==> src/core/ebm_pkg.sv <==
// Package with register map, field positions and types of the endpoint buffer manager.
package ebm_pkg;
   localparam logic [7:0] EBM_OFF_BUFCS = 8'h00;
   localparam logic [7:0] EBM_OFF_EVT = 8'h04;
   localparam logic [7:0] EBM_OFF_MASK = 8'h08;
   localparam logic [7:0] EBM_OFF_CTRL = 8'h0C;
   localparam logic [7:0] EBM_OFF_LSTAT = 8'h10;
   localparam logic [7:0] EBM_OFF_EPDONE = 8'h14;
   localparam logic [7:0] EBM_OFF_EP2 = 8'h18;
   localparam logic [7:0] EBM_OFF_PWR = 8'h1C;
   localparam int EBM_BIT_CLR = 0;
   localparam int EBM_BIT_STATB = 1;
   localparam int EBM_BIT_CURRENT_BUFFER_INDEX = 3;
   localparam int EBM_BIT_SOF = 0;
   localparam int EBM_BIT_RST = 1;
   localparam int EBM_BIT_SLEEP_EXIT_FLAG = 2;
   localparam int EBM_BIT_IDLE_SLEEP_REQUEST = 3;
   localparam int EBM_BIT_ERR = 4;
   localparam int EBM_BIT_SETUP_OVERRUN_FLAG = 5;
   localparam int EBM_BIT_CTR = 7;
   localparam logic [7:0] EBM_EVT_WMASK = 8'h3F;
   localparam logic [7:0] EBM_RST_VAL = 8'h00;
   localparam int EBM_EP01_HALF = 16;
   localparam int EBM_EP2_HALF = 64;
   localparam int EBM_BLOCK = 512;
   localparam int EBM_NUM_EP = 5;
   localparam int EBM_PKTS = EBM_BLOCK / EBM_EP2_HALF;
   localparam int EBM_CLK_HZ = 20_000_000;
   localparam int EBM_IDLE_SLEEP_REQUEST_MS = 3;
   localparam int EBM_IDLE_SLEEP_REQUEST_CYC = EBM_CLK_HZ / 1000 * EBM_IDLE_SLEEP_REQUEST_MS;
   localparam logic [1:0] EBM_AXI_OKAY = 2'b00;
   localparam logic [1:0] EBM_AXI_SLVERR = 2'b10;

   typedef enum logic [1:0] {
      EBM_MODE_NORMAL = 2'b00,
      EBM_MODE_UPLOAD = 2'b01,
      EBM_MODE_DOWNLOAD = 2'b10,
      EBM_MODE_RSVD = 2'b11
   } ebm_mode_e;

   typedef struct packed {
      logic good;
      logic setup;
      logic ep0;
      logic [1:0] ep;
      logic dir_in;
      logic [1:0] pid;
      logic short_pkt;
      logic err;
      logic [2:0] err_code;
      logic sof;
      logic bus_reset;
      logic idle;
      logic activity;
   } ebm_link_s;
endpackage : ebm_pkg

==> src/core/ebm_top.sv <==
// Endpoint buffering, routing and event logic of the USB function block.
// What this block does
// Five endpoints; endpoints 1 and 2 give two IN and two OUT endpoints.
// Endpoints 0 and 1 are 2x16 bytes, endpoint 2 is 2x64 bytes.
// Two-bit routing select: 00 normal, 10 download, 01 upload.
// Two 512-byte blocks; coprocessor uses one while USB uses other.
// Endpoint 2 answers NAK while the current buffer is unavailable at a fresh start.
// Normal mode: 64 bytes, status goes NAK after good transfer.
// Upload/download: endpoint 2 address advances 64 bytes per packet.
// After 512 bytes swap buffers; endpoint invalid while the new one is not free.
// A short packet reverts to normal mode, data stays in big buffer.
// Bit 3 shows which big buffer holds endpoint 2 data.
// Bits 2:1 show the fill state of each big buffer.
// Writing 1 to clear bit reinitialises manager; 0 does nothing.
// Control register bits 7:4 read zero; only bit 0 writable.
// In wait mode USB runs on and enabled events wake the core.
// In halt USB logic is idle; resumes on wake or bus activity.
// End of suspend has its own vector; other events share one.
// Interrupt request only when event flag and its enable are set.
// Only hardware sets event flags; software reads and clears them.
// Good transfer bit is OR of endpoint done flags.
// NAK or STALL answered or erroneous transactions are not correct.
// Setup overrun sets on SETUP while endpoint 0 done; no status update.
// Error flag sets on timeout, CRC, stuffing, framing or overrun.
// Suspend request sets after more than 3 ms continuous idle.
// Error code loads on error and clears when the error flag clears.
// Software clears flags by writing 0 to them and 1 elsewhere.
module ebm_top
   import ebm_pkg::*;
#(
   parameter int IDLE_SLEEP_REQUEST_CYCLES = EBM_IDLE_SLEEP_REQUEST_CYC
) (
   input wire logic REF_CLK,
   input wire logic RST,
   input wire logic [7:0] S_AXI_AWADDR,
   input wire logic S_AXI_AWVALID,
   output logic S_AXI_AWREADY,
   input wire logic [31:0] S_AXI_WDATA,
   input wire logic [3:0] S_AXI_WSTRB,
   input wire logic S_AXI_WVALID,
   output logic S_AXI_WREADY,
   output logic [1:0] S_AXI_BRESP,
   output logic S_AXI_BVALID,
   input wire logic S_AXI_BREADY,
   input wire logic [7:0] S_AXI_ARADDR,
   input wire logic S_AXI_ARVALID,
   output logic S_AXI_ARREADY,
   output logic [31:0] S_AXI_RDATA,
   output logic [1:0] S_AXI_RRESP,
   output logic S_AXI_RVALID,
   input wire logic S_AXI_RREADY,
   input wire ebm_pkg::ebm_link_s LINK,
   input wire logic [1:0] COPROC_RELEASE,
   input wire logic HALT_MODE,
   output logic [1:0] EP2_STATUS,
   output logic EP2_BUF_SEL,
   output logic [8:0] EP2_ADDR,
   output logic USB_IRQ,
   output logic WAKE_IRQ
);
   import ebm_pkg::*;

   // Endpoint 2 status codes driven to the transaction engine.
   localparam logic [1:0] EP_DISABLED = 2'b00;
   localparam logic [1:0] EP_NAK = 2'b10;
   localparam logic [1:0] EP_VALID = 2'b11;

   logic aw_ok, w_ok, wr_go, rd_go;
   logic [7:0] aw_ff, ar_ff, wr_addr;
   logic [31:0] wd_ff;
   logic [3:0] ws_ff;
   logic aw_have_ff, w_have_ff;
   logic [7:0] evt_ff, mask_ff, lstat_ff;
   logic [2:0] ep_done_ff;
   logic [1:0] route_ff, ep2_stat_ff;
   logic current_buffer_index_ff;
   logic swap_ff;
   logic [1:0] statb_ff;
   logic [2:0] pkt_ff;
   logic [31:0] idle_cnt_ff;
   logic active;
   logic clr_wr, evt_wr, done_wr, ep2_wr;
   logic [7:0] wbyte;
   logic good_ep2;

   function automatic logic hit(input logic [7:0] a, input logic [7:0] off);
      return a == off;
   endfunction : hit

   // Write channel: address and data taken in either order.
   assign S_AXI_AWREADY = !aw_have_ff && !S_AXI_BVALID;
   assign S_AXI_WREADY = !w_have_ff && !S_AXI_BVALID;
   assign aw_ok = S_AXI_AWVALID && S_AXI_AWREADY;
   assign w_ok = S_AXI_WVALID && S_AXI_WREADY;
   assign wr_go = (aw_have_ff || aw_ok) && (w_have_ff || w_ok);
   assign S_AXI_ARREADY = !S_AXI_RVALID;
   assign rd_go = S_AXI_ARVALID && S_AXI_ARREADY;

   always_ff @(posedge REF_CLK or posedge RST) begin
      if (RST) begin
         aw_have_ff <= 1'b0;
         w_have_ff <= 1'b0;
         aw_ff <= EBM_RST_VAL;
         wd_ff <= 32'h0000_0000;
         ws_ff <= 4'h0;
         S_AXI_BVALID <= 1'b0;
         S_AXI_BRESP <= EBM_AXI_OKAY;
      end else begin
         if (aw_ok) aw_ff <= S_AXI_AWADDR;
         if (w_ok) begin
            wd_ff <= S_AXI_WDATA;
            ws_ff <= S_AXI_WSTRB;
         end
         if (wr_go) begin
            aw_have_ff <= 1'b0;
            w_have_ff <= 1'b0;
            S_AXI_BVALID <= 1'b1;
            S_AXI_BRESP <= (wr_addr > EBM_OFF_PWR || wr_addr[1:0] != 2'b00)
                           ? EBM_AXI_SLVERR : EBM_AXI_OKAY;
         end else begin
            if (aw_ok) aw_have_ff <= 1'b1;
            if (w_ok) w_have_ff <= 1'b1;
         end
         if (S_AXI_BVALID && S_AXI_BREADY) S_AXI_BVALID <= 1'b0;
      end
   end

   // Address of the write being completed, held or still on the bus.
   // Kept as a net so that every decode below follows it without delay.
   assign wr_addr = aw_have_ff ? aw_ff : S_AXI_AWADDR;

   // Only lane 0 carries register bits; a write without it stores nothing.
   assign wbyte = w_have_ff ? wd_ff[7:0] : S_AXI_WDATA[7:0];
   wire lane0 = w_have_ff ? ws_ff[0] : S_AXI_WSTRB[0];
   assign clr_wr = wr_go && lane0 && hit(wr_addr, EBM_OFF_BUFCS)
                   && wbyte[EBM_BIT_CLR];
   assign evt_wr = wr_go && lane0 && hit(wr_addr, EBM_OFF_EVT);
   assign done_wr = wr_go && lane0 && hit(wr_addr, EBM_OFF_EPDONE);
   assign ep2_wr = wr_go && lane0 && hit(wr_addr, EBM_OFF_EP2);

   // Halt stops the USB logic except for wake detection.
   assign active = !HALT_MODE;

   always_ff @(posedge REF_CLK or posedge RST) begin
      if (RST) begin
         mask_ff <= EBM_RST_VAL;
         route_ff <= EBM_MODE_NORMAL;
      end else begin
         if (wr_go && lane0 && hit(wr_addr, EBM_OFF_MASK))
            mask_ff <= wbyte & ~8'h40;
         if (wr_go && lane0 && hit(wr_addr, EBM_OFF_CTRL))
            route_ff <= wbyte[1:0];
         else if (active && good_ep2 && LINK.short_pkt &&
                  route_ff != EBM_MODE_NORMAL)
            route_ff <= EBM_MODE_NORMAL;
      end
   end

   // Correct transfers only; the link engine never flags NAK/STALL as good.
   assign good_ep2 = LINK.good && !LINK.err && LINK.ep == 2'd2;

   // Endpoint done flags: hardware set wins over software clear.
   always_ff @(posedge REF_CLK or posedge RST) begin
      if (RST) begin
         ep_done_ff <= 3'b000;
      end else begin
         for (int i = 0; i < 3; i++) begin
            if (active && LINK.good && !LINK.err && LINK.ep == 2'(i)
                && !(i == 0 && LINK.setup && ep_done_ff[0]))
               ep_done_ff[i] <= 1'b1;
            else if (done_wr && !wbyte[i])
               ep_done_ff[i] <= 1'b0;
         end
      end
   end

   // Idle counter for the suspend request.
   always_ff @(posedge REF_CLK or posedge RST) begin
      if (RST) idle_cnt_ff <= 32'h0000_0000;
      else if (!LINK.idle || LINK.bus_reset) idle_cnt_ff <= 32'h0000_0000;
      else if (idle_cnt_ff <= 32'(IDLE_SLEEP_REQUEST_CYCLES)) idle_cnt_ff <= idle_cnt_ff + 1;
   end

   wire idle_sleep_request_hit = idle_cnt_ff == 32'(IDLE_SLEEP_REQUEST_CYCLES);

   // Event flags: set wins, write of 0 clears, 1 leaves alone.
   always_ff @(posedge REF_CLK or posedge RST) begin
      if (RST) begin
         evt_ff <= EBM_RST_VAL;
      end else begin
         for (int i = 0; i < 6; i++) begin
            logic set;
            set = 1'b0;
            case (i)
               EBM_BIT_SOF: set = active && LINK.sof;
               EBM_BIT_RST: set = active && LINK.bus_reset;
               EBM_BIT_SLEEP_EXIT_FLAG: set = HALT_MODE && LINK.activity;
               EBM_BIT_IDLE_SLEEP_REQUEST: set = active && idle_sleep_request_hit;
               EBM_BIT_ERR: set = active && LINK.err;
               EBM_BIT_SETUP_OVERRUN_FLAG: set = active && LINK.good && !LINK.err &&
                                   LINK.setup && ep_done_ff[0];
               default: set = 1'b0;
            endcase
            if (set) evt_ff[i] <= 1'b1;
            else if (evt_wr && !wbyte[i]) evt_ff[i] <= 1'b0;
         end
      end
   end

   // Link status: not updated on a setup overrun; error code follows flag.
   always_ff @(posedge REF_CLK or posedge RST) begin
      if (RST) begin
         lstat_ff <= EBM_RST_VAL;
      end else begin
         if (active && LINK.err)
            lstat_ff[2:0] <= LINK.err_code;
         else if (evt_wr && !wbyte[EBM_BIT_ERR])
            lstat_ff[2:0] <= 3'b000;
         if (active && LINK.good && !LINK.err &&
             !(LINK.setup && ep_done_ff[0])) begin
            lstat_ff[7:6] <= LINK.pid;
            lstat_ff[5] <= LINK.dir_in;
            lstat_ff[4:3] <= LINK.ep;
         end
      end
   end

   // Buffer manager: packet counter, current buffer and fill states.
   always_ff @(posedge REF_CLK or posedge RST) begin
      if (RST) begin
         pkt_ff <= 3'd0;
         current_buffer_index_ff <= 1'b0;
         statb_ff <= 2'b00;
         swap_ff <= 1'b0;
      end else if (clr_wr) begin
         pkt_ff <= 3'd0;
         current_buffer_index_ff <= 1'b0;
         statb_ff <= 2'b00;
         swap_ff <= 1'b0;
      end else begin
         for (int b = 0; b < 2; b++)
            if (COPROC_RELEASE[b]) statb_ff[b] <=
               (route_ff == EBM_MODE_UPLOAD);
         if (active && good_ep2 && route_ff != EBM_MODE_NORMAL) begin
            if (LINK.short_pkt || pkt_ff == 3'(EBM_PKTS - 1)) begin
               pkt_ff <= 3'd0;
               statb_ff[current_buffer_index_ff] <= route_ff == EBM_MODE_DOWNLOAD;
               if (!LINK.short_pkt) current_buffer_index_ff <= !current_buffer_index_ff;
               swap_ff <= !LINK.short_pkt;
            end else begin
               pkt_ff <= pkt_ff + 3'd1;
            end
         end
      end
   end

   // Is the current buffer usable by the USB side in this direction.
   wire buf_ready = (route_ff == EBM_MODE_UPLOAD) ? statb_ff[current_buffer_index_ff]
                                                 : !statb_ff[current_buffer_index_ff];

   // Endpoint 2 handshake status.
   // A fresh start only NAKs; a full block that lands on an unready buffer
   // leaves the endpoint invalid until the coprocessor hands one back.
   always_ff @(posedge REF_CLK or posedge RST) begin
      if (RST) begin
         ep2_stat_ff <= EP_NAK;
      end else if (ep2_wr) begin
         ep2_stat_ff <= wbyte[1:0];
      end else if (route_ff == EBM_MODE_NORMAL) begin
         if (active && good_ep2) ep2_stat_ff <= EP_NAK;
      end else if (pkt_ff == 3'd0 && !buf_ready) begin
         ep2_stat_ff <= swap_ff ? EP_DISABLED : EP_NAK;
      end else begin
         ep2_stat_ff <= EP_VALID;
      end
   end

   // Endpoint sizes are fixed by the RAM map; only endpoint 2 moves.
   always_ff @(posedge REF_CLK or posedge RST) begin
      if (RST) begin
         EP2_ADDR <= 9'd0;
         EP2_BUF_SEL <= 1'b0;
         EP2_STATUS <= EP_NAK;
      end else begin
         EP2_ADDR <= (route_ff == EBM_MODE_NORMAL) ? 9'd0
                     : 9'(pkt_ff * EBM_EP2_HALF);
         EP2_BUF_SEL <= current_buffer_index_ff;
         EP2_STATUS <= ep2_stat_ff;
      end
   end

   // Read side; reserved bits read zero.
   always_ff @(posedge REF_CLK or posedge RST) begin
      if (RST) begin
         S_AXI_RVALID <= 1'b0;
         S_AXI_RDATA <= 32'h0000_0000;
         S_AXI_RRESP <= EBM_AXI_OKAY;
         ar_ff <= EBM_RST_VAL;
      end else if (rd_go) begin
         S_AXI_RVALID <= 1'b1;
         ar_ff <= S_AXI_ARADDR;
         S_AXI_RRESP <= EBM_AXI_OKAY;
         case (S_AXI_ARADDR)
            EBM_OFF_BUFCS: S_AXI_RDATA <= {28'h0, current_buffer_index_ff,
                                           statb_ff, 1'b0};
            EBM_OFF_EVT: S_AXI_RDATA <= {24'h0, |ep_done_ff,
                                         1'b0, evt_ff[5:0]};
            EBM_OFF_MASK: S_AXI_RDATA <= {24'h0, mask_ff};
            EBM_OFF_CTRL: S_AXI_RDATA <= {30'h0, route_ff};
            EBM_OFF_LSTAT: S_AXI_RDATA <= {24'h0, lstat_ff};
            EBM_OFF_EPDONE: S_AXI_RDATA <= {29'h0, ep_done_ff};
            EBM_OFF_EP2: S_AXI_RDATA <= {30'h0, ep2_stat_ff};
            EBM_OFF_PWR: S_AXI_RDATA <= {31'h0, HALT_MODE};
            default: begin
               S_AXI_RDATA <= 32'h0000_0000;
               S_AXI_RRESP <= EBM_AXI_SLVERR;
            end
         endcase
      end else if (S_AXI_RVALID && S_AXI_RREADY) begin
         S_AXI_RVALID <= 1'b0;
      end
   end

   // Interrupt lines; neither wait nor halt is gated here, in halt only the wake flag can newly set.
   wire [7:0] flags = {|ep_done_ff, 1'b0, evt_ff[5:0]};
   wire [7:0] pend = flags & mask_ff;
   always_ff @(posedge REF_CLK or posedge RST) begin
      if (RST) begin
         USB_IRQ <= 1'b0;
         WAKE_IRQ <= 1'b0;
      end else begin
         USB_IRQ <= |(pend & ~(8'h01 << EBM_BIT_SLEEP_EXIT_FLAG));
         WAKE_IRQ <= pend[EBM_BIT_SLEEP_EXIT_FLAG];
      end
   end

   // Three endpoint done flags cover five endpoints, ep1/ep2 carry both ways.
   localparam int EP_SLOTS = 3;

   AST_CLR_RESET: assert property (@(posedge REF_CLK) disable iff (RST)
      clr_wr |=> statb_ff == 2'b00 && !current_buffer_index_ff && pkt_ff == 3'd0)
      else $error("clear did not reset buffer manager");
   AST_IRQ_GATE: assert property (@(posedge REF_CLK) disable iff (RST)
      USB_IRQ |-> $past(|(flags & mask_ff)))
      else $error("interrupt without enabled flag");
   AST_WAKE: assert property (@(posedge REF_CLK) disable iff (RST)
      WAKE_IRQ |-> $past(evt_ff[EBM_BIT_SLEEP_EXIT_FLAG] && mask_ff[EBM_BIT_SLEEP_EXIT_FLAG]))
      else $error("wake vector without end of suspend");
   AST_CTR_OR: assert property (@(posedge REF_CLK) disable iff (RST)
      rd_go && S_AXI_ARADDR == EBM_OFF_EVT |=>
      S_AXI_RDATA[EBM_BIT_CTR] == $past(|ep_done_ff))
      else $error("good transfer bit not OR of endpoint flags");
   AST_SETUP_OVERRUN_FLAG: assert property (@(posedge REF_CLK) disable iff (RST)
      active && LINK.good && !LINK.err && LINK.setup && ep_done_ff[0]
      |=> evt_ff[EBM_BIT_SETUP_OVERRUN_FLAG] && $stable(lstat_ff[7:3]))
      else $error("setup overrun handled wrongly");
   AST_ERR: assert property (@(posedge REF_CLK) disable iff (RST)
      active && LINK.err |=> evt_ff[EBM_BIT_ERR] &&
      lstat_ff[2:0] == $past(LINK.err_code))
      else $error("error flag or code not loaded");
   AST_NAK_NORMAL: assert property (@(posedge REF_CLK) disable iff (RST)
      route_ff == EBM_MODE_NORMAL && active && good_ep2 && !ep2_wr
      |=> ep2_stat_ff == EP_NAK)
      else $error("endpoint 2 not NAK after normal transfer");
   AST_SHORT: assert property (@(posedge REF_CLK) disable iff (RST)
      active && good_ep2 && LINK.short_pkt && !(wr_go &&
      hit(wr_addr, EBM_OFF_CTRL)) |=> route_ff == EBM_MODE_NORMAL)
      else $error("short packet did not revert to normal mode");
   AST_RSVD: assert property (@(posedge REF_CLK) disable iff (RST)
      S_AXI_RVALID && ar_ff == EBM_OFF_BUFCS |->
      S_AXI_RDATA[7:4] == 4'h0)
      else $error("reserved bits not zero");
   AST_SWAP: assert property (@(posedge REF_CLK) disable iff (RST)
      active && good_ep2 && !LINK.short_pkt && !clr_wr &&
      route_ff == EBM_MODE_UPLOAD && pkt_ff == 3'(EBM_PKTS - 1)
      |=> current_buffer_index_ff != $past(current_buffer_index_ff))
      else $error("buffer did not switch after a full block");
   AST_FRESH_NAK: assert property (@(posedge REF_CLK) disable iff (RST)
      route_ff == EBM_MODE_UPLOAD && !swap_ff && pkt_ff == 3'd0 &&
      !statb_ff[current_buffer_index_ff] && !ep2_wr |=> ep2_stat_ff == EP_NAK)
      else $error("endpoint 2 not NAK while its buffer is not ready");
endmodule : ebm_top

==> config.mk <==
export PLATFORM = sky130hd
export DESIGN_NAME = ebm_top
export DESIGN_NICKNAME = d
export VERILOG_FILES = /design/src/core/ebm_pkg.sv /design/src/core/ebm_top.sv
export SDC_FILE = /design/constraint.sdc
export NUM_CORES = 1
export LEC_CHECK = 0
export BUFFER_PORTS_ARGS = -buffer_cell sky130_fd_sc_hd__buf_2
export CAP_MARGIN = 20
export CORE_MARGIN = 4
export CORE_UTILIZATION = 55
export CTS_CLUSTER_SIZE = 28
export DETAILED_ROUTE_END_ITERATION = 16
export HOLD_SLACK_MARGIN = 0.02
export PLACE_DENSITY = 0.82
export REMOVE_ABC_BUFFERS = 1
export SLEW_MARGIN = 20
export SYNTH_ARGS = -nofsm -noshare
export SYNTH_HDL_FRONTEND = slang
export SYNTH_SLANG_ARGS = --single-unit
==> constraint.sdc <==
create_clock -name REF_CLK -period 9.37 [get_ports REF_CLK]
set_input_delay 1.4055 -clock REF_CLK [delete_from_list [all_inputs] [get_ports REF_CLK]]
set_output_delay 1.4055 -clock REF_CLK [all_outputs]
set_load 0.02 [all_outputs]
Word level (Yosys, flattened, before mapping)
Cells that the tools add are included.

storage, ports and cells
  logic and storage cells = 228
  bits in registers = 138
  output and inout port bits = 55

operators by class
  order comparisons = 4
  equality and inequality tests = 20
  reduce and logical (&&, ||, !) cells = 100
  add/subtract/negate cells = 2
  bitwise logic cells = 1
  mux-type cells = 67

operators by type and width
  operator                 count
  $mux W32                 2
  $pmux W8 S8              1
  $eq A8 B5 Y1 const B     6
  $logic_and A1 B1 Y1      48
  $mux W1                  42
  $reduce_bool A2 Y1       19
  $add A32 B1 Y32 const B  1
  $eq A32 B16 Y1 const B   1
  $eq A8 B4 Y1 const B     4
  $le A32 B16 Y1 const B   1
  $mux W2                  12
  $logic_not A1 Y1         18
  $eq A8 B3 Y1 const B     2
  $logic_not A8 Y1         2
  $mux W8                  2
  $mux W3                  5
  $mux W9                  1
  $and A8 B8 Y8            1
  $gt A8 B5 Y1 const B     1
  $reduce_or A8 Y1         1
  $reduce_or A7 Y1         1
  $logic_or A1 B1 Y1       5
  $eq A2 B1 Y1 const B     2
  $eq A2 B2 Y1 const B     2
  other kinds (13)         14

Logic depth before layout (Yosys ltp)
Gate-level depths: netlist (run 1).

  depth in word-level cells = 13
  mapped depth = 9
  mapped depth without buffers = 7

Worst setup path after synthesis (run 1)
OpenSTA, ideal clock, no wires.

  path kind = input port to flip-flop
  start point = input port LINK[7] (netlist bit)
  end point = register statb_ff[0]
  slack = 6.509 ns
  data required time = 9.292 ns
  path buffers = 0
  arrival time = 2.783 ns
  stages = 5
  cells stage by stage = or3b_4 nor3b_4 o21ai_2 or4_1 a21oi_1

between the ends
  word-level cells in the longest chain between the ends = 7

RTL lines
  item                               line            source
  start: declaration                 ebm_top.sv:52   input wire ebm_pkg::ebm_link_s LINK,
  $logic_not A1 Y1                   ebm_top.sv:160  assign good_ep2 = LINK.good && !LINK.err && LINK.ep == 2'd2;
  $logic_and A1 B1 Y1 (2 in series)  ebm_top.sv:160
  $logic_and A1 B1 Y1 (2 in series)  ebm_top.sv:244  if (active && good_ep2 && route_ff != EBM_MODE_NORMAL) begin
  $mux W2                            ebm_top.sv:244
  $mux W2                            ebm_top.sv:235  end else if (clr_wr) begin
  end signal: indexed assignment     ebm_top.sv:242  if (COPROC_RELEASE[b]) statb_ff[b] <=
  end: declaration                   ebm_top.sv:78   logic [1:0] statb_ff;

Every way passes these cells.
A chain may end at the register's enable or synchronous reset.

Final worst setup path (run 1)
  start point = input port S_AXI_AWADDR[5]
  end point = register swap_ff

between the ends
  word-level cells in the longest chain between the ends = 6

RTL lines
  item                          line            source
  start: declaration            ebm_top.sv:35   input wire logic [7:0] S_AXI_AWADDR,
  $mux W8 (*)                   ebm_top.sv:130  assign wr_addr = aw_have_ff ? aw_ff : S_AXI_AWADDR;
  $logic_not A8 Y1 (*)          ebm_top.sv:87   return a == off;
  $logic_and A1 B1 Y1 (*)       ebm_top.sv:135  assign clr_wr = wr_go && lane0 && hit(wr_addr, EBM_OFF_BUFCS)
  $logic_and A1 B1 Y1 (*)       ebm_top.sv:136  && wbyte[EBM_BIT_CLR];
  $reduce_bool A2 Y1 (no line)  -
  $reduce_and A2 Y1 (no line)   -
  end signal: assignment        ebm_top.sv:249  swap_ff <= !LINK.short_pkt;
  end: declaration              ebm_top.sv:77   logic swap_ff;

Every way passes the cells marked *; elsewhere a longest branch is shown, timed or not.

==> flow_summary.json, run 1 <==
{
  "status": "completed",
  "critPathKind": "in -> reg",
  "antenna_left": 0,
  "layout.nets": 656,
  "dpl.hpwl_um": 8470,
  "setup_violations": 0,
  "critPathLaunchType": "input pin",
  "yosysUniqueCellTypes": 57,
  "port_buffers": 72,
  "crit_required_ns": 9.58,
  "dr.first_iter.drc_count": 253,
  "grt_pass1_wl_um": 18700,
  "worstSetupEndpointType": "flop",
  "cts_max_level": 3,
  "cpMaxStageDelayCell": "nor3_1",
  "drc": 0,
  "yosysSeqAreaShare_pct": 49.8,
  "hold_viol": 0,
  "antenna_cells": 0,
  "cap_viol_max_count": 0,
  "ir_worst_vdd_uv": 169,
  "rr_startpoint": "idle_cnt_ff[21]",
  "r2r_cells": 4,
  "synth_async_sr_flop_share_pct": 100,
  "wire_per_inst_um": 16.0,
  "maxSlewViolCount": 0,
  "whs_path_depth": 0,
  "grt_max_degree": 80,
  "mostFrequentLayoutCells": "dfrtp_1, buf_2, nand2_1",
  "ys_ff_latch": 105,
  "design_area_mm2": 0.00579,
  "utilization_pct": 62.3,
  "relSlewSlack_pct": 37.1,
  "holdPathEnd": "EP2_STATUS[1]",
  "worstPathCellList": "buf_2 -> nor4_1 -> a22o_1 -> nand3_1 -> nor3_1 -> a211oi_1",
  "reg2reg_to": "idle_cnt_ff[8]",
  "post-place-ws_ns": 6.03,
  "post-route-period-util_pct": 31.4,
  "dieWidth_um": 106,
  "drive_above_1_share_pct": 24.1,
  "postCtsSetupBuffers": 0,
  "max_freq_mhz": 339,
  "row_count": 35,
  "slowest_delay_ns": 0.73,
  "cts_buffers": 9,
  "cts_buffer_depth": 2,
  "hold_buffers": 0,
  "fin_skew_ns": 0.00619,
  "power_leakage_nw": 2.62,
  "timing.setup.tns_ns": 0,
  "cts_tree": "yes",
  "via_per_inst": 5.64,
  "cpLargestDelayFamily": "simple AND/OR/NAND/NOR gates",
  "cts_resized": 0,
  "start_util_pct": 56.9,
  "cp.arrival_ns": 3.16,
  "synth_edf_count": 0,
  "ys_warn_count": 0,
  "ios": 134,
  "avgSynthCellArea_um2": 10.4,
  "regToRegSetupSlack_ns": 6.88,
  "pwr_density_cell_mw_per_mm2": 190,
  "grt_antenna_before_repair": 0,
  "syn-instance-count": 507,
  "final_common_cell": "dfrtp_1",
  "grt_usage_pct": 20.7,
  "syn_to_final_growth_pct": 9.62,
  "min_period_ns": 2.95,
  "finalWeightedCongestion": 0.843,
  "drt-total-wl_um": 11300,
  "firstDrtPassIters": 5,
  "core_area_mm2": 0.00928,
  "placedInstanceArea_mm2": 0.00562,
  "via_count": 3974,
  "min_path_type": "reg -> reg",
  "clkLatencyLatePin_ns": 0.37,
  "synth_area_mm2": 0.00528,
  "cp.buffers_inverters": 1,
  "clock-sinks": 105,
  "worst_pin_slew_ns": 0.944,
  "clk_pin_slew_worst_paths_ns": 0.09,
  "rsz0062_at_grt": "no",
  "grt_pass1_vias": 3909,
  "die_h_um": 106,
  "dieArea_mm2": 0.0112,
  "cts_root_buf": "clkbuf_8",
  "min_from": "ep2_stat_ff[1]",
  "setup_slack_ns": 6.42,
  "overflow": 0,
  "synth-main-ff-cell": "dfrtp_1",
  "cp_max_fo": 7
}
## kinds of logic (layout without fill, tap and decap cells)
kind of cell	after synthesis	in the layout	synth area share, %
buf+inv	67	105	7.09
compound gates	102	102	12.2
xor+xnor	2	2	0.332
other cells	1	32	0.0710
mux	53	53	11.2
fa+ha+maj	5	5	1.18
simple gates	172	172	18.1
flops	105	105	49.8
## worst register-to-register path, stage by stage (launching register included)
cell and delay [ns]:
dfrtp_1 0.39, nor4_1 0.40, nand4_1 0.71, or4_1 0.74, a21oi_1 0.17
## cells in the mapped netlist (8+ instances only)
cell type | number | area (µm²)
nor4_1 | 9 | 56.3
mux2i_1 | 12 | 120
inv_1 | 16 | 60.1
a21oi_1 | 24 | 120
and2_1 | 20 | 125
o21ai_0 | 32 | 160
nand3_1 | 14 | 70.1
clkbuf_1 | 17 | 63.8
or4_1 | 8 | 60.1
nor2b_1 | 9 | 56.3
dfrtp_1 | 103 | 2580
o31ai_1 | 9 | 67.6
nand4_1 | 11 | 68.8
mux2_2 | 40 | 450
nand2_1 | 42 | 158
nor2_1 | 20 | 75.1
buf_4 | 32 | 240
## report_power, final
group	internal, W	total (W)	switching [W]
sequential	0.000524	0.000585	0.0000610
clock	0.000103	0.000250	0.000147
combinational	0.000121	0.000263	0.000143
## how the worst max path moves through the flow
stage | start | end | slack [ns] | cells after the start
global route | S_AXI_AWADDR[5] | statb_ff[1] | 6.28 | 6
floorplan | RST | EP2_ADDR[6] | 5.21 | 1
global placement | S_AXI_AWADDR[5] | current_buffer_index_ff | 6.10 | 6
finish | S_AXI_AWADDR[5] | swap_ff | 6.42 | 6
detailed placement | S_AXI_AWADDR[5] | swap_ff | 6.03 | 6
CTS | S_AXI_AWADDR[5] | swap_ff | 6.42 | 6
## routing by layer
| metal | part of all wire (%) | global-route usage (%) |
|---|---|---|
| met2 | 48 | 33.8 |
| met1 | 44 | 27.3 |
| met4 | 1.9 | 6.85 |
| met3 | 6.2 | 5.10 |
| met5 | 0 | 0 |
## flip-flops by register name (all words and copies together), names as in the netlist, 2 cells and up
register / flops
aw_ff: 8
pkt_ff: 3
route_ff: 2
lstat_ff: 8
EP2_STATUS: 2
evt_ff: 6
statb_ff: 2
wd_ff: 7
EP2_ADDR: 3
ep2_stat_ff: 2
ep_done_ff: 3
idle_cnt_ff: 32
mask_ff: 7
S_AXI_RDATA: 8
## stage by stage
step                      total power (W)  hold WS [ns]  std cells
after global routing              0.00116         0.395        705
final                             0.00110         0.398        705
after global placement           0.000842         0.386        690
after floorplan                  0.000772         0.359        487
after CTS                         0.00110         0.390        705
after detailed placement         0.000857         0.385        690
## layout make-up
cell class,count,area [µm²]
Timing Repair Buffer,74,375
Tap cell,129,161
Clock buffer,13,149
Inverter,16,62.6
Sequential cell,105,2630
Fill cell,770,3500
Multi-Input combinational cell,366,2390
Clock inverter,2,15.0
Power figures use the tool's default switching activity.
==> inputs of run 2 (changes only) <==
Settings changed: CORE_UTILIZATION 55 to 53, PLACE_DENSITY 0.82 to 0.8.
Clock period 9.37 ns to 2.9 ns, I/O delays scaled along.
==> flow_summary.json, run 2 (synthesis results as in run 1) <==
{
  "status": "completed",
  "postCtsSetupBuffers": 0,
  "die_h_um": 108,
  "setup_violations": 0,
  "reg2reg_to": "idle_cnt_ff[6]",
  "min_path_type": "in -> async",
  "post-place-ws_ns": 0.500,
  "hold_viol": 0,
  "layout.nets": 659,
  "fillCellCount": 820,
  "critPathKind": "reg -> reg",
  "port_buffers": 72,
  "antenna_cells": 0,
  "rr_startpoint": "idle_cnt_ff[0]",
  "cts_tree": "yes",
  "firstDrtPassIters": 6,
  "syn_to_final_growth_pct": 10.4,
  "cp.arrival_ns": 2.73,
  "crit_required_ns": 3.18,
  "met2_length_um": 5410,
  "cts_max_level": 3,
  "cts_resized": 0,
  "design_area_mm2": 0.00583,
  "wl_met1_um": 5060,
  "via_per_inst": 5.71,
  "hold_buffers": 0,
  "clock-sinks": 105,
  "crit_top_cell": "a21oi_1",
  "grt_usage_pct": 20.5,
  "critPathCapture": "idle_cnt_ff[6]",
  "r2r_cells": 8,
  "grt_antenna_before_repair": 0,
  "cts_buffer_depth": 2,
  "cts_root_buf": "clkbuf_8",
  "timing.setup.tns_ns": 0,
  "power_leakage_nw": 2.64,
  "row_count": 36,
  "slowest_delay_ns": 0.49,
  "rsz0062_at_grt": "no",
  "drt-total-wl_um": 11400,
  "pwr_density_cell_mw_per_mm2": 610,
  "cp_max_fo": 16,
  "start_util_pct": 54.3,
  "max_freq_mhz": 409,
  "final_common_cell": "dfrtp_1",
  "cap_viol_max_count": 0,
  "via_count": 4072,
  "worstPathCellList": "inv_1 -> ha_1 -> nand4b_1 -> o311ai_0 -> a21oi_1 -> buf_4 -> or4_1 -> a21oi_1",
  "relSlewSlack_pct": 43.7,
  "regMostFlops": "idle_cnt_ff",
  "dpl.hpwl_um": 8480,
  "grt_pass1_wl_um": 18800,
  "cts_buffers": 9,
  "min_period_ns": 2.45,
  "drive_above_1_share_pct": 24.3,
  "maxSlewViolCount": 0,
  "regToRegSetupSlack_ns": 0.45,
  "dieArea_mm2": 0.0116,
  "clkLatencyLatePin_ns": 0.36,
  "mostFrequentLayoutCells": "dfrtp_1, buf_2, nand2_1",
  "ir_worst_vdd_uv": 560,
  "overflow": 0,
  "finalWeightedCongestion": 0.878,
  "worstSetupEndpointType": "flop",
  "met3WireLength_um": 830,
  "fin_skew_ns": 0.00682,
  "antenna_left": 0,
  "critPathLaunchType": "flop",
  "clk_pin_slew_worst_paths_ns": 0.09,
  "core_area_mm2": 0.00973,
  "dieWidth_um": 108,
  "drc": 0,
  "placedInstanceArea_mm2": 0.00566,
  "maxUsedRoutingLayer": "met4",
  "worst_pin_slew_ns": 0.845,
  "crit_start": "idle_cnt_ff[0]",
  "setup_slack_ns": 0.453,
  "grt_pass1_vias": 3844,
  "grt_max_degree": 81,
  "wire_per_inst_um": 16.0,
  "cpMaxStageDelayCell": "or4_1",
  "post-route-period-util_pct": 84.4,
  "largest_reg_flops": 32,
  "dr.first_iter.drc_count": 258,
  "ios": 134
}
run 2: cell count changes in the layout (fill, tap and decap cells not counted), sizes merged:
cell and delta:
buf +3, clkinv +2, clkbuf +1, clkinvlp -2
run 2: area by class of cell:
type	count	area, µm²	share of cell area, %
clock buffer	14	153	2.62
clock inverter	2	13.8	0.236
inverter	16	62.6	1.07
multi-input combinational	366	2390	41.0
sequential	105	2630	45.1
tap	133	166	2.86
timing repair buffer	77	410	7.04
run 2: where the power goes:
part | switching [W] | leakage, nW | total (W) | internal, W
combinational | 0.000468 | 1.22 | 0.000862 | 0.000393
sequential | 0.000196 | 1.34 | 0.00189 | 0.00169
clock | 0.000465 | 0.0847 | 0.000803 | 0.000338
total | 0.00113 | 2.64 | 0.00355 | 0.00242
run 2: how the worst min path moves through the flow:
stage,from,end,slack (ns),cells after the start
final,RST,aw_ff[4],0.03,2
after global routing,RST,aw_ff[4],0.05,2
after global placement,ep2_stat_ff[1],EP2_STATUS[1],0.38,0
after CTS,RST,aw_ff[4],0.03,2
after detailed placement,ep2_stat_ff[1],EP2_STATUS[1],0.38,0
after floorplan,ep2_stat_ff[1],EP2_STATUS[1],0.36,0
run 2: routing by layer:
metal	vias up	global-route usage (%)
met5	-	0
met4	0	5.95
met3	10	3.48
met2	151	33.1
met1	2011	28.7
li1	1900	-
run 2: through the flow:
stage | std cells | power (W) | util, % | hold slack (ns)
floorplan | 487 | 0.00250 | - | 0.359
global placement | 697 | 0.00272 | 58.2 | 0.378
detailed placement | 697 | 0.00278 | 58.2 | 0.377
CTS | 713 | 0.00358 | 59.9 | 0.0329
global route | 713 | 0.00376 | 59.9 | 0.0479
finish | 713 | 0.00355 | 59.9 | 0.0320
run 2: critical path, delay by kind of cell, from the launching register on:
family          cells  cell delay [ns]
buf+inv             2             0.38
simple gates        2             0.61
fa+ha+maj           1             0.14
flops               1             0.44
compound gates      3             0.79
==> inputs of run 3 (changes only) <==
Settings changed: ABC_AREA set to 1, CORE_UTILIZATION 53 to 54.
Clock period 2.9 ns to 2.5 ns, I/O delays scaled along.
==> flow_summary.json, run 3 <==
{
  "drive_above_1_share_pct": 17.9,
  "switchingPower_w": 0.00149,
  "cts_buffers": 9,
  "synth_top_family_by_area": "simple AND/OR/NAND/NOR gates",
  "min_path_type": "in -> reg",
  "largest_reg_flops": 32,
  "maxSlewViolCount": 0,
  "yosysUniqueCellTypes": 42,
  "clock-sinks": 105,
  "utilization_pct": 62.1,
  "whs_path_depth": 2,
  "cts_max_level": 3,
  "critPathKind": "reg -> reg",
  "intPower_w": 0.00270,
  "pwr-share-comb_pct": 26.1,
  "pwr_density_cell_mw_per_mm2": 679,
  "ys_warn_count": 0,
  "worstSetupEndpointType": "flop",
  "clkLatencyLatePin_ns": 0.38,
  "synthAdderAreaFrac_pct": 1.11,
  "critPathLaunchType": "flop",
  "drc": 0,
  "synth_async_sr_flop_share_pct": 100,
  "port_buffers": 72,
  "fillCellCount": 884,
  "fin_cells": 920,
  "post-route-period-util_pct": 71.5,
  "multi_input_area_mm2": 0.00245,
  "synth_edf_count": 0,
  "row_count": 36,
  "cp_max_fo": 17,
  "synthMuxAreaShare_pct": 1.98,
  "firstDrtPassIters": 5,
  "synthTopCellsByCount": "nand2_1, dfrtp_1, inv_1",
  "power_w": 0.00420,
  "clk_pin_slew_worst_paths_ns": 0.10,
  "syn_to_final_growth_pct": 10.0,
  "cp.arrival_ns": 2.11,
  "worst_pin_slew_ns": 0.628,
  "ios": 134,
  "ys_ff_latch": 105,
  "synth_compound_area_share_pct": 6.93,
  "regMostFlops": "idle_cnt_ff",
  "status": "completed",
  "fin_skew_ns": 0.0125,
  "via_count": 4693,
  "dieWidth_um": 110,
  "grt_pass1_vias": 4492,
  "synth_area_mm2": 0.00562,
  "hold_viol": 0,
  "grt_antenna_before_repair": 0,
  "start_util_pct": 56.4,
  "grt_pass1_wl_um": 20100,
  "overflow": 0,
  "yosysSeqAreaShare_pct": 46.8,
  "cts_buffer_depth": 2,
  "min_period_ns": 1.79,
  "seq_power_share_pct": 51.6,
  "relSlewSlack_pct": 57.7,
  "final_common_cell": "nand2_1",
  "grt_usage_pct": 21.0,
  "crit_required_ns": 2.82,
  "setup_violations": 0,
  "seqCellArea_mm2": 0.00263,
  "grt_max_degree": 59,
  "max_freq_mhz": 560,
  "dieArea_mm2": 0.0121,
  "die_h_um": 110,
  "synth.area.top_cells": "dfrtp_1, nand2_1, nand3_1, inv_1, buf_4",
  "dr.first_iter.drc_count": 243,
  "power_leakage_nw": 3.32,
  "antenna_left": 0,
  "synth_most_common_cell": "nand2_1",
  "dpl.hpwl_um": 8890,
  "placed_cells": 903,
  "clockPowerShare_pct": 22.4,
  "avgSynthCellArea_um2": 7.97,
  "yosys.area.top_type_share_pct": 45.9,
  "cts_root_buf": "clkbuf_8",
  "synth-main-ff-cell": "dfrtp_1",
  "ir_worst_vdd_uv": 628,
  "finalWeightedCongestion": 0.959,
  "synth-simple-area-share_pct": 29.6,
  "r2r_cells": 7,
  "postCtsSetupBuffers": 0,
  "layout.nets": 866,
  "synth_largest_area_cell": "dfrtp_1",
  "via_per_inst": 5.10,
  "mostFrequentLayoutCells": "nand2_1, dfrtp_1, inv_1",
  "synthXorXnorAreaFrac_pct": 1.87,
  "wire_per_inst_um": 13.0,
  "rsz0062_at_grt": "no",
  "syn-instance-count": 705,
  "drt-total-wl_um": 11900,
  "cts_tree": "yes",
  "cap_viol_max_count": 0,
  "core_area_mm2": 0.00995,
  "antenna_cells": 0,
  "switching_share_pct": 35.6
}
==> run 3: area by class of cell <==
cell class | count | area share, %
Clock buffer | 10 | 2.07
Clock inverter | 6 | 0.567
Inverter | 92 | 5.63
Multi-Input combinational cell | 496 | 39.7
Sequential cell | 105 | 42.6
Tap cell | 133 | 2.69
Timing Repair Buffer | 78 | 6.80
==> run 3: path summary, 6_finish.rpt <==
kind	slack [ns]	endpoint	from
min in group asynchronous	0.52	idle_cnt_ff[14]	RST
max reg2reg	0.71	idle_cnt_ff[8]	idle_cnt_ff[6]
min	0.17	S_AXI_BVALID	S_AXI_BREADY
max in group asynchronous	1.32	ep2_stat_ff[1]	RST
max	0.71	idle_cnt_ff[8]	idle_cnt_ff[6]
min reg2reg	0.39	EP2_STATUS[1]	ep2_stat_ff[1]
==> run 3: repair_timing <==
action | CTS | global route
hold buffers | 1 | 0
resized for setup | 0 | 0
endpoints found under the hold margin | 27 | 0
==> run 3: stage by stage <==
stage / hold WS (ns) / area, µm² / worst slack, ns / TNS [ns]
finish: 0.170 / 6180 / 0.713 / 0
global route: 0.161 / 6180 / 0.388 / 0
CTS: 0.156 / 6180 / 0.717 / 0
detailed placement: 0.378 / 6010 / 0.566 / 0
global placement: 0.379 / 6010 / 0.693 / 0
floorplan: 0.361 / 5430 / -0.632 / -65.12
==> run 3: worst max-delay path: stages, from the launching register on <==
cell	delay [ns]
dfrtp_1	0.44
nand2_1	0.15
inv_1	0.08
o211ai_1	0.19
nand3_2	0.37
nand2_4	0.32
nand3_1	0.11
nand2_1	0.08
==> run 3: power by group through the flow <==
stage / combinational (W) / sequential, W / clock [W]
2_1_floorplan: 0.000781 / 0.00217 / 0
3_3_place_gp: 0.00105 / 0.00218 / 0
3_5_place_dp: 0.00110 / 0.00219 / 0
4_1_cts: 0.00110 / 0.00216 / 0.000961
5_1_grt: 0.00123 / 0.00220 / 0.00105
6_report: 0.00109 / 0.00216 / 0.000939
==> run 3: logic make-up (layout without fill, tap and decap cells) <==
family,Yosys count,in the layout
AOI/OAI and AO/OA,65,65
xor gates and xnor gates,12,12
adders and majority gates,5,5
buffers and inverters,135,186
DFF,105,105
muxes,10,10
other,1,32
and+or+nand+nor,372,372
==> run 3: routing by layer <==
| layer | GRT usage, % | routed length [µm] |
|---|---|---|
| met5 | 0 | 0 |
| met4 | 6.50 | 103 |
| met3 | 4.31 | 831 |
| met2 | 34.8 | 5790 |
| met1 | 27.9 | 5200 |
